## src/hdl/bvsc_regs.svh

```systemverilog
// Constants for the buck voltage select control block
`ifndef BVSC_REGS_SVH
`define BVSC_REGS_SVH

`define BVSC_CLK_MHZ            200
`define BVSC_PWM_LOAD_MA        600
`define BVSC_SS_SRC_EXT         2'h0
`define BVSC_SS_SRC_EXT_DPLL    2'h1
`define BVSC_SS_SRC_RC_DPLL     2'h2
`define BVSC_RC_OSC_MHZ         20
`define BVSC_SS_DEPTH_RST       2'h0
`define BVSC_STARTUP_US         10
`define BVSC_SETTLE_US          20
`define BVSC_BIST_US            30
`define BVSC_DELAY_US           (`BVSC_STARTUP_US + `BVSC_SETTLE_US + `BVSC_BIST_US)
`define BVSC_DELAY_CYC          (`BVSC_DELAY_US * `BVSC_CLK_MHZ)
`define BVSC_CODE_SEG1          8'h0F
`define BVSC_CODE_SEG2          8'h73
`define BVSC_CODE_SEG3          8'hAB
`define BVSC_MV_BASE0           16'h012C
`define BVSC_MV_BASE1           16'h0258
`define BVSC_MV_BASE2           16'h044C
`define BVSC_MV_BASE3           16'h067C
`define BVSC_MV_STEP0           16'h0014
`define BVSC_MV_STEP1           16'h0005
`define BVSC_MV_STEP2           16'h000A
`define BVSC_MV_STEP3           16'h0014

`endif

```

## src/hdl/bvsc_pkg.sv

```systemverilog
// Types for the buck voltage select control block
package bvsc_pkg;
    typedef enum logic [1:0] {
        BVSC_MODE_PFM = 2'b00,
        BVSC_MODE_PWM = 2'b01
    } bvsc_mode_e;

    typedef enum logic [1:0] {
        BVSC_THR_IDLE = 2'b00,
        BVSC_THR_UP   = 2'b01,
        BVSC_THR_DOWN = 2'b10
    } bvsc_thr_e;

    typedef logic [7:0] bvsc_code_t;
    typedef logic [15:0] bvsc_mv_t;
endpackage

```

## src/hdl/bvsc_top.sv

```systemverilog
// Buck mode, spread spectrum and voltage setpoint control
`timescale 1ns/1ps
`include "bvsc_regs.svh"

module bvsc_top #(
    parameter int          PHASES      = 4,
    parameter int          DELAY_CYC   = `BVSC_DELAY_CYC,
    parameter bvsc_pkg::bvsc_code_t NVM_DEFAULT = 8'h41
) (
    input  wire logic                  clock_in,
    input  wire logic                  arst_n_in,
    input  wire logic                  heavy_load_in,
    input  wire logic                  forced_pwm_select_in,
    input  wire logic                  forced_multiphase_select_in,
    input  wire logic [PHASES-1:0]     phase_request_in,
    input  wire logic [1:0]            nvm_ss_source_in,
    input  wire logic                  nvm_valid_in,
    input  wire logic                  ss_enable_in,
    input  wire logic [1:0]            ss_depth_in,
    input  wire logic                  sync_clock_input,
    input  wire logic                  setpoint_a_wr_in,
    input  wire logic                  setpoint_b_wr_in,
    input  wire logic [7:0]            setpoint_wdata_in,
    input  wire logic                  setpoint_choice_in,
    input  wire logic                  fault_recovery_state_in,
    input  wire logic                  warm_reset_in,
    input  wire logic                  low_power_standby_state_in,
    input  wire logic                  skip_standby_reload_in,
    output bvsc_pkg::bvsc_mode_e       mode_out,
    output logic [PHASES-1:0]          phase_active_out,
    output logic [1:0]                 ss_source_out,
    output logic                       ss_active_out,
    output logic [1:0]                 ss_depth_out,
    output logic                       sync_level_out,
    output logic [7:0]                 voltage_setpoint_a_out,
    output logic [7:0]                 voltage_setpoint_b_out,
    output logic [7:0]                 active_code_out,
    output logic [15:0]                active_mv_out,
    output logic [7:0]                 ov_code_out,
    output logic [7:0]                 uv_code_out,
    output logic                       thr_pending_out
);
    // Piecewise-linear code to millivolt conversion
    function automatic bvsc_pkg::bvsc_mv_t code_to_mv(input bvsc_pkg::bvsc_code_t c);
        bvsc_pkg::bvsc_mv_t off;
        off = 16'h0000;
        if (c >= `BVSC_CODE_SEG3) begin
            off = {8'h00, c - `BVSC_CODE_SEG3};
            code_to_mv = 16'(`BVSC_MV_BASE3 + off * `BVSC_MV_STEP3);
        end else if (c >= `BVSC_CODE_SEG2) begin
            off = {8'h00, c - `BVSC_CODE_SEG2};
            code_to_mv = 16'(`BVSC_MV_BASE2 + off * `BVSC_MV_STEP2);
        end else if (c >= `BVSC_CODE_SEG1) begin
            off = {8'h00, c - `BVSC_CODE_SEG1};
            code_to_mv = 16'(`BVSC_MV_BASE1 + off * `BVSC_MV_STEP1);
        end else begin
            off = {8'h00, c};
            code_to_mv = 16'(`BVSC_MV_BASE0 + off * `BVSC_MV_STEP0);
        end
    endfunction

    // Reset level of the millivolt output, kept as a constant for the reset branch
    localparam bvsc_pkg::bvsc_mv_t NVM_DEFAULT_MV = code_to_mv(NVM_DEFAULT);

    logic                 revert;
    logic                 standby_q;
    logic                 standby_entry;
    logic                 src_locked_q;
    logic                 dly_expire;
    logic                 dly_busy;
    logic                 change;
    logic [7:0]           target;
    bvsc_pkg::bvsc_thr_e  thr_q;
    logic                 choice_q;

    bvsc_sync u_sync (
        .clock_in  (clock_in),
        .arst_n_in (arst_n_in),
        .pin_in    (sync_clock_input),
        .level_out (sync_level_out)
    );

    // Mode: PWM on heavy load, forced PWM, or forced multiphase
    always_ff @(posedge clock_in or negedge arst_n_in) begin
        if (!arst_n_in) begin
            mode_out <= bvsc_pkg::BVSC_MODE_PWM;
        end else if (heavy_load_in || forced_pwm_select_in || forced_multiphase_select_in) begin
            mode_out <= bvsc_pkg::BVSC_MODE_PWM;
        end else begin
            mode_out <= bvsc_pkg::BVSC_MODE_PFM;
        end
    end

    always_ff @(posedge clock_in or negedge arst_n_in) begin
        if (!arst_n_in) begin
            phase_active_out <= '0;
        end else if (forced_multiphase_select_in) begin
            phase_active_out <= '1;
        end else begin
            phase_active_out <= phase_request_in | PHASES'(1);
        end
    end

    // Source taken once when nonvolatile data turns valid; later changes ignored
    always_ff @(posedge clock_in or negedge arst_n_in) begin
        if (!arst_n_in) begin
            src_locked_q  <= 1'b0;
            ss_source_out <= `BVSC_SS_SRC_EXT;
        end else if (nvm_valid_in && !src_locked_q) begin
            src_locked_q  <= 1'b1;
            ss_source_out <= nvm_ss_source_in;
        end
    end

    // Standby state changes never touch spread; only the enable does
    always_ff @(posedge clock_in or negedge arst_n_in) begin
        if (!arst_n_in) begin
            ss_active_out <= 1'b0;
        end else begin
            ss_active_out <= ss_enable_in;
        end
    end

    // Depth only follows while spread is off, protecting the DPLL from a live change
    always_ff @(posedge clock_in or negedge arst_n_in) begin
        if (!arst_n_in) begin
            ss_depth_out <= `BVSC_SS_DEPTH_RST;
        end else if (!ss_enable_in && !ss_active_out) begin
            ss_depth_out <= ss_depth_in;
        end
    end

    always_ff @(posedge clock_in or negedge arst_n_in) begin
        if (!arst_n_in) begin
            standby_q <= 1'b0;
        end else begin
            standby_q <= low_power_standby_state_in;
        end
    end

    assign standby_entry = low_power_standby_state_in && !standby_q;
    assign revert = fault_recovery_state_in || warm_reset_in
                    || (standby_entry && !skip_standby_reload_in);

    always_ff @(posedge clock_in or negedge arst_n_in) begin
        if (!arst_n_in) begin
            voltage_setpoint_a_out <= NVM_DEFAULT;
        end else if (revert) begin
            voltage_setpoint_a_out <= NVM_DEFAULT;
        end else if (setpoint_a_wr_in) begin
            voltage_setpoint_a_out <= setpoint_wdata_in;
        end
    end

    always_ff @(posedge clock_in or negedge arst_n_in) begin
        if (!arst_n_in) begin
            voltage_setpoint_b_out <= NVM_DEFAULT;
        end else if (setpoint_b_wr_in) begin
            voltage_setpoint_b_out <= setpoint_wdata_in;
        end
    end

    always_ff @(posedge clock_in or negedge arst_n_in) begin
        if (!arst_n_in) begin
            choice_q <= 1'b0;
        end else if (revert) begin
            choice_q <= 1'b0;
        end else begin
            choice_q <= setpoint_choice_in;
        end
    end

    // Active level follows only the selected register
    assign target = choice_q ? voltage_setpoint_b_out : voltage_setpoint_a_out;
    assign change = (target != active_code_out);

    always_ff @(posedge clock_in or negedge arst_n_in) begin
        if (!arst_n_in) begin
            active_code_out <= NVM_DEFAULT;
            active_mv_out   <= NVM_DEFAULT_MV;
        end else if (change) begin
            active_code_out <= target;
            active_mv_out   <= code_to_mv(target);
        end
    end

    bvsc_delay #(
        .CYCLES (DELAY_CYC)
    ) u_delay (
        .clock_in   (clock_in),
        .arst_n_in  (arst_n_in),
        .load_in    (change),
        .abort_in   (1'b0),
        .busy_out   (dly_busy),
        .expire_out (dly_expire)
    );

    // A new change restarts the wait; the lagging threshold only catches up at expiry
    always_ff @(posedge clock_in or negedge arst_n_in) begin
        if (!arst_n_in) begin
            thr_q       <= bvsc_pkg::BVSC_THR_IDLE;
            ov_code_out <= NVM_DEFAULT;
            uv_code_out <= NVM_DEFAULT;
        end else if (change && target > active_code_out) begin
            thr_q       <= bvsc_pkg::BVSC_THR_UP;
            ov_code_out <= target;
        end else if (change) begin
            thr_q       <= bvsc_pkg::BVSC_THR_DOWN;
            uv_code_out <= target;
        end else if (dly_expire) begin
            thr_q <= bvsc_pkg::BVSC_THR_IDLE;
            case (thr_q)
                bvsc_pkg::BVSC_THR_UP: begin
                    uv_code_out <= active_code_out;
                end
                bvsc_pkg::BVSC_THR_DOWN: begin
                    ov_code_out <= active_code_out;
                end
                default: begin
                    ov_code_out <= active_code_out;
                end
            endcase
        end
    end

    assign thr_pending_out = dly_busy;
endmodule

```

## src/hdl/bvsc_sync.sv

```systemverilog
// Three-stage synchroniser with agreement filter for pin inputs
`timescale 1ns/1ps
module bvsc_sync (
    input  wire logic clock_in,
    input  wire logic arst_n_in,
    input  wire logic pin_in,
    output logic      level_out
);
    logic s1_q;
    logic s2_q;
    logic s3_q;

    always_ff @(posedge clock_in or negedge arst_n_in) begin
        if (!arst_n_in) begin
            s1_q <= 1'b0;
            s2_q <= 1'b0;
            s3_q <= 1'b0;
        end else begin
            s1_q <= pin_in;
            s2_q <= s1_q;
            s3_q <= s2_q;
        end
    end

    // Change accepted only once the last two stages agree
    always_ff @(posedge clock_in or negedge arst_n_in) begin
        if (!arst_n_in) begin
            level_out <= 1'b0;
        end else if (s2_q == s3_q) begin
            level_out <= s3_q;
        end
    end
endmodule

```

## src/hdl/bvsc_delay.sv

```systemverilog
// Down counter timing the delayed monitor threshold commit
`timescale 1ns/1ps
module bvsc_delay #(
    parameter int CYCLES = 12000
) (
    input  wire logic clock_in,
    input  wire logic arst_n_in,
    input  wire logic load_in,
    input  wire logic abort_in,
    output logic      busy_out,
    output logic      expire_out
);
    logic [31:0] cnt_q;

    always_ff @(posedge clock_in or negedge arst_n_in) begin
        if (!arst_n_in) begin
            cnt_q <= 32'h0000_0000;
        end else if (abort_in) begin
            cnt_q <= 32'h0000_0000;
        end else if (load_in) begin
            cnt_q <= 32'(CYCLES);
        end else if (cnt_q != 32'h0000_0000) begin
            cnt_q <= cnt_q - 32'h0000_0001;
        end
    end

    assign busy_out   = (cnt_q != 32'h0000_0000);
    assign expire_out = (cnt_q == 32'h0000_0001) && !load_in && !abort_in;
endmodule

```

## config.mk

```make
export PLATFORM = sky130hd
export DESIGN_NAME = bvsc_top
export DESIGN_NICKNAME = d
export VERILOG_FILES = /design/src/hdl/bvsc_pkg.sv /design/src/hdl/bvsc_top.sv /design/src/hdl/bvsc_sync.sv /design/src/hdl/bvsc_delay.sv
export VERILOG_INCLUDE_DIRS = /design/src /design/src/hdl
export SDC_FILE = /design/constraint.sdc
export NUM_CORES = 1
export LEC_CHECK = 0
export BUFFER_PORTS_ARGS = -buffer_cell sky130_fd_sc_hd__buf_2
export CAP_MARGIN = 20
export CORE_MARGIN = 2
export CORE_UTILIZATION = 30
export DETAILED_ROUTE_END_ITERATION = 8
export MAX_ROUTING_LAYER = met4
export PLACE_DENSITY_LB_ADDON = 0.08
export RECOVER_POWER = 50
export SLEW_MARGIN = 20
export SYNTH_ARGS = -nofsm -noshare
export SYNTH_HDL_FRONTEND = slang
export SYNTH_SLANG_ARGS = --single-unit
```

## constraint.sdc

```tcl
create_clock -name clock_in -period 4.6 [get_ports clock_in]
set_clock_uncertainty 0.15 [all_clocks]
set_input_delay 0.92 -clock clock_in [delete_from_list [all_inputs] [get_ports clock_in]]
set_output_delay 0.92 -clock clock_in [all_outputs]
set_load 0.1 [all_outputs]
```

* Word level (Yosys, flattened, before mapping)
Index checks and enable logic that the tools add are counted.
Operators by class: add/subtract/negate cells 8, multipliers 4, order comparisons 4, eq/ne operators 6, mux-type cells 21, bitwise gates (word level) 1, reduce and logical (&&, ||, !) cells 25
Operator list (number):
- two-way mux 8 bit | 10
- two-way mux 32 bit | 2
- multiplier 8 x 3 -> 11 bit (second input constant) | 4
- == test 32 x 1 -> 1 bit (second input constant) | 1
- nonzero test 32 bit | 1
- subtractor 32 x 1 -> 32 bit (second input constant) | 1
- two-way mux 14 bit | 2
- two-way mux 16 bit | 1
- adder 11 x 13 -> 14 bit (first input constant) | 1
- adder 9 x 13 -> 14 bit (first input constant) | 1
- adder 11 x 12 -> 13 bit (first input constant) | 1
- adder 10 x 11 -> 12 bit (first input constant) | 1
- nonzero test 2 bit | 5
- >= comparator 8 x 4 -> 1 bit (second input constant) | 1
- >= comparator 8 x 7 -> 1 bit (second input constant) | 1
- >= comparator 8 bit (second input constant) | 1
- greater-than comparator 8 bit | 1
- != test 8 bit | 1
- subtractor 8 x 4 -> 8 bit (second input constant) | 1
- subtractor 8 x 7 -> 8 bit (second input constant) | 1
- subtractor 8 bit (second input constant) | 1
- logical AND 1 bit | 6
- zero test 1 bit | 6
- two-way mux 2 bit | 3
- 10 further kinds | 15
Storage, ports and cells: register bits after elaboration 107, bits of input ports 31, output and inout bits 69, word-level logic and storage cells 89

* Depth between registers and ports, before layout
depth after elaboration 7, gate-level depth with buffers 21, gate-level depth less buffers 18

* Cells and area by module
From an unflattened synthesis, not the netlist that was laid out.
Unflattened totals: cell total of the unflattened synthesis 797, area, all modules 7591.0 µm²
By module, submodules not included:
- bvsc_top | times used 1, cells an instance 583, area each 5589.1 µm², seq. area each 1746.7 µm²
- bvsc_delay | times used 1, cells an instance 209, area each 1890.6 µm², seq. area each 800.8 µm²
- bvsc_sync | times used 1, cells an instance 5, area each 111.4 µm², seq. area each 100.1 µm²

* Worst setup path after synthesis
No wires, ideal clock.
kind register -> register, start point reg voltage_setpoint_b_out[1], end point reg active_mv_out[12], setup time 128 ps, arrival 4434 ps, data required time 4322 ps, setup slack -111 ps, cell stages (with the launch flop) 18, path buffers 1, clock period less this slack 4711 ps, cell sequence dfrtp_1 > mux2i_1 > inv_1 > ha_1 > clkbuf_1 > o21ai_0 > o21ai_0 > xnor2_1 > ha_1 > ha_1 > a211oi_1 > o21bai_1 > a21oi_1 > xnor2_1 > or3_1 > nor2b_1 > o32ai_1 > o21ai_1
Between the ends: cells in the longest elaborated chain, start to end 6, elaborated cells on any way between the ends 16, those cells by class 5 x add/sub; 3 x mul; 3 x order compare; 1 x eq/ne; 4 x mux
RTL lines:
- start, declared | RTL line bvsc_top.sv:36 | output logic [7:0] voltage_setpoint_b_out,
- start signal, assigned | RTL line bvsc_top.sv:159 | voltage_setpoint_b_out <= setpoint_wdata_in;
- two-way mux 8 bit (*) | RTL line bvsc_top.sv:174 | assign target = choice_q ? voltage_setpoint_b_out : voltage_setpoint_a_out;
- net target[1] | RTL line bvsc_top.sv:72 | logic [7:0] target;
- subtractor 8 x 7 -> 8 bit (no source line) / multiplier 8 x 3 -> 11 bit (equally long branches)
- multiplier 8 x 3 -> 11 bit (no source line) / adder 9 x 13 -> 14 bit (equally long branches)
- adder 11 x 12 -> 13 bit (no source line) / two-way mux 14 bit (equally long branches)
- two-way mux 14 bit | RTL line bvsc_top.sv:50 | end else if (c >= `BVSC_CODE_SEG2) begin
- two-way mux 16 bit | RTL line bvsc_top.sv:47 | if (c >= `BVSC_CODE_SEG3) begin
- end signal, assigned | RTL line bvsc_top.sv:183 | active_mv_out <= code_to_mv(target);
- end, declared | RTL line bvsc_top.sv:38 | output logic [15:0] active_mv_out,
Mark *: on every way through the listed nets, which the timed path passes. The rest lies on a longest branch. A chain may end at the register's enable or synchronous reset.

* Worst setup path after layout
start point reg choice_q, end point reg active_mv_out[11]
Between the ends: cells in the longest elaborated chain, start to end 7, elaborated cells on any way between the ends 19, those cells by class 7 x add/sub; 4 x mul; 3 x order compare; 1 x eq/ne; 4 x mux
RTL lines:
- start, declared | RTL line bvsc_top.sv:74 | logic choice_q;
- start signal, assigned | RTL line bvsc_top.sv:169 | choice_q <= setpoint_choice_in;
- two-way mux 8 bit (*) | RTL line bvsc_top.sv:174
- net target[3] | RTL line bvsc_top.sv:72
- subtractor 8 x 4 -> 8 bit (no source line)
- multiplier 8 x 3 -> 11 bit (no source line)
- adder 10 x 11 -> 12 bit (no source line)
- two-way mux 14 bit | RTL line bvsc_top.sv:53 | end else if (c >= `BVSC_CODE_SEG1) begin
- two-way mux 14 bit | RTL line bvsc_top.sv:50
- two-way mux 16 bit | RTL line bvsc_top.sv:47
Marked as above.

==> impl_metrics.tcl <==
set metrics [dict create \
    outcome "complete, but fails checks" \
    violations "capacitance limit, slew limit" \
    drv_slew 61 \
    max_freq_mhz 233 \
    antenna_found_initial 0 \
    hold_class "flip-flop to flip-flop" \
    crit_fanout 15 \
    async_flop_share 1.00 \
    first_global_vias 5970 \
    rows 56 \
    start_util 0.307 \
    htree_num_levels 3 \
    synthCells 759 \
    internal_power_uw 2350 \
    combinationalPowerShare 0.587 \
    wirelength_um 18800 \
    power_density_mw_per_mm2 590 \
    r2r_cells 16 \
    r2r_end "active_mv_out[11]" \
    whs_path_depth 0 \
    synth_area_leaders "dfrtp_1 (31%), ha_1 (11%), xnor2_1 (6.8%)" \
    yosys-top-cells-count "dfrtp_1 (89), nor2_1 (85), ha_1 (61)" \
    viasPerCell 4.86 \
    clockBufferDepth 2 \
    crit_type "flip-flop to flip-flop" \
    leakage_uw 0.00379 \
    die-area_sq_mm 0.0254 \
    ys_warn_count 0 \
    maxCapViolCount 1 \
    final_util 0.361 \
    gp_congestion 0.883 \
    required_ps 4730 \
    min_from "u_sync.s1_q" \
    ys.flop_type "dfrtp_1" \
    synth_area_sq_mm 0.00725 \
    yosysMostFrequentCell "dfrtp_1" \
    slowest_delay_ps 470 \
    core_area_sq_mm 0.0236 \
    instances_no_fill 1184 \
    p_sw_uw 2680 \
    drive_above_1_share 0.253 \
    firstDrtPassIters 4 \
    grt_max_degree 62 \
    fin_crit_sh 0.931 \
    pwr-share-clk 0.160 \
    cp_num_buf_inv 3 \
    grt_first_pass_wirelength_um 31100 \
    startpoint "choice_q" \
    critPathLaunchType "flip-flop" \
    crit_family "compound AO/OA/AOI/OAI gates" \
    ctsHoldBuffers 0 \
    ir_worst_vdd_mv 0.694 \
    die_x_um 159 \
    post-route-min-period_ps 4280 \
    hold_viol_final 0 \
    ys_seq_area_frac 0.365 \
    avgSynthCellArea_sq_um 9.55 \
    grt-ovfl-total 0 \
    cp_cell_sequence "buf_4 > mux2i_1 > inv_2 > buf_4 > nor3_2 > xnor2_1 > ha_1 > fa_1 > a21o_1 > a21oi_2 > xnor2_1 > and3b_1 > nor4b_1 > a41oi_1 > a31o_2 > o21ai_1" \
    p_sw_frac 0.532 \
    drt-wirelength-per-cell_um 15.9 \
    reg2reg_slack_ps 320 \
    clock_latency_ps 360 \
    drc 0 \
    fill_cells 2416 \
    netlist.area_leader.share 0.307 \
    synth_enable_flop_cells 0 \
    worst_pin_slew_ps 3380 \
    dp.cells 1168 \
    cts-root-buf "clkbuf_16" \
    critical_path_arrival_ps 4410 \
    cts_tree "done" \
    slowest_stage "fa_1" \
    finalSetupViolCount 0 \
    rsz0062_at_grt "no" \
    power_frac_seq 0.253 \
    grt_usage 0.155 \
    io_buffers 95 \
    post_cts_buffers 0 \
    numCtsBuffers 9 \
    holdPathEnd "u_sync.s2_q" \
    cts_resized 0 \
    synth-seq-cells 105 \
    syn_to_final_growth_pct 17.6 \
    yosysTopAreaCell "dfrtp_1" \
    cts.sinks 105 \
    ios 100 \
    nets 959 \
    dp_hpwl_um 14700 \
    clkTransAtPathRegs_ps 90 \
    synth.distinct_cells 76 \
    r2r-start "choice_q" \
    cp-end-kind "flip-flop" \
    diodes 0 \
    postRouteAntennaNets 0 \
    die_height_um 159 \
    tns_ps 0 \
    slew_headroom -1.26 \
    first_iter_violations 225 \
    vias 5757 \
]
==> worst max path at each step <==
stage	to	slack, ps	cells after the start
after global placement	active_mv_out[11]	160	17
after floorplan	active_mv_out[12]	7	17
after global routing	ss_source_out[1]	30	1
final	active_mv_out[11]	320	16
after detailed placement	active_mv_out[11]	170	17
after CTS	active_mv_out[11]	130	17
==> power by group through the flow <==
| stage | combinational [uW] | clock [uW] | sequential, uW |
|---|---|---|---|
| after floorplan | 1300 | 0 | 2350 |
| after global placement | 2920 | 0 | 1280 |
| after detailed placement | 2940 | 0 | 1290 |
| after CTS | 2960 | 837 | 1280 |
| after global routing | 3160 | 870 | 1300 |
| final | 2950 | 803 | 1270 |
==> cell families after synthesis <==
logic type | share of synthesized area
other cells | 0.00104
simple gates | 0.175
mux | 0.0588
xor+xnor | 0.0954
compound gates | 0.137
flops | 0.365
fa+ha+maj | 0.126
buf+inv | 0.0416
==> placed cells by master, fill, tap and decap left out, types with 5 or more instances in the layout <==
master | Yosys | routed
fa_1 | 7 | 7
or2_2 | 10 | 10
nor2_1 | 85 | 83
nand3_1 | 17 | 17
a31oi_1 | 5 | 5
buf_4 | 5 | 21
a21oi_1 | 45 | 43
inv_1 | 41 | 40
xor2_1 | 23 | 23
o221a_2 | 8 | 8
or3_1 | 12 | 12
nor2b_1 | 10 | 10
nand2b_1 | 7 | 7
nor3_1 | 9 | 8
buf_2 | 4 | 92
a211o_1 | 5 | 5
nand4_1 | 5 | 5
ha_1 | 61 | 61
mux2i_1 | 14 | 14
a211oi_1 | 8 | 7
nor3b_1 | 5 | 5
nor4_1 | 8 | 8
o21a_1 | 5 | 5
a21o_1 | 6 | 6
dfstp_2 | 16 | 15
nand2_1 | 44 | 44
xnor2_1 | 56 | 54
dfrtp_1 | 89 | 87
mux2_2 | 21 | 21
clkbuf_16 | 0 | 9
o21ai_0 | 33 | 33
==> metal layers <==
metal  track usage  routed length [um]  vias to the layer above
li1              -                   -                     2854
met1         0.218                9580                     2760
met2         0.235                8230                      126
met3        0.0250                 786                       17
met4        0.0339                 227                        0
met5             -                   0                        -
==> registers in the layout, summed over array words and instances (netlist names), 2 cells and up <==
register and count:
active_code_out 8, active_mv_out 14, voltage_setpoint_a_out 8, ss_source_out 2
phase_active_out 4, thr_q 2, voltage_setpoint_b_out 8, ov_code_out 8
u_delay.cnt_q 32, uv_code_out 8, ss_depth_out 2
==> metrics by stage <==
step           worst slack (ps)  hold WS [ps]  instance area (sq um)  power, uW
6_report                    317           203                   8520       5030
5_1_grt                    25.0           230                   8520       5330
4_1_cts                     129           208                   8500       5070
3_5_place_dp                167           186                   8180       4240
3_3_place_gp                164           181                   8180       4210
2_1_floorplan              6.81           181                   7260       3650
==> worst register-to-register path, stage by stage, from the launching register on <==
cell     delay, ps
dfrtp_1        410
buf_4          260
mux2i_1        290
inv_2           80
buf_4          190
nor3_2         200
xnor2_1        210
ha_1           320
fa_1           470
a21o_1         210
a21oi_2        190
xnor2_1        200
and3b_1        320
nor4b_1        270
a41oi_1         80
a31o_2         270
o21ai_1        110
==> final cells by class <==
type                       instances  area, sq um  share of cell area
clock inverter                     7         88.8              0.0104
tap                              319          399              0.0468
sequential                       105         2650               0.311
inverter                          43          161              0.0189
clock buffer                       9          225              0.0264
timing repair buffer             117          649              0.0762
multi-input combinational        584         4350               0.510
No activity file was read; power rests on OpenSTA's default activity.
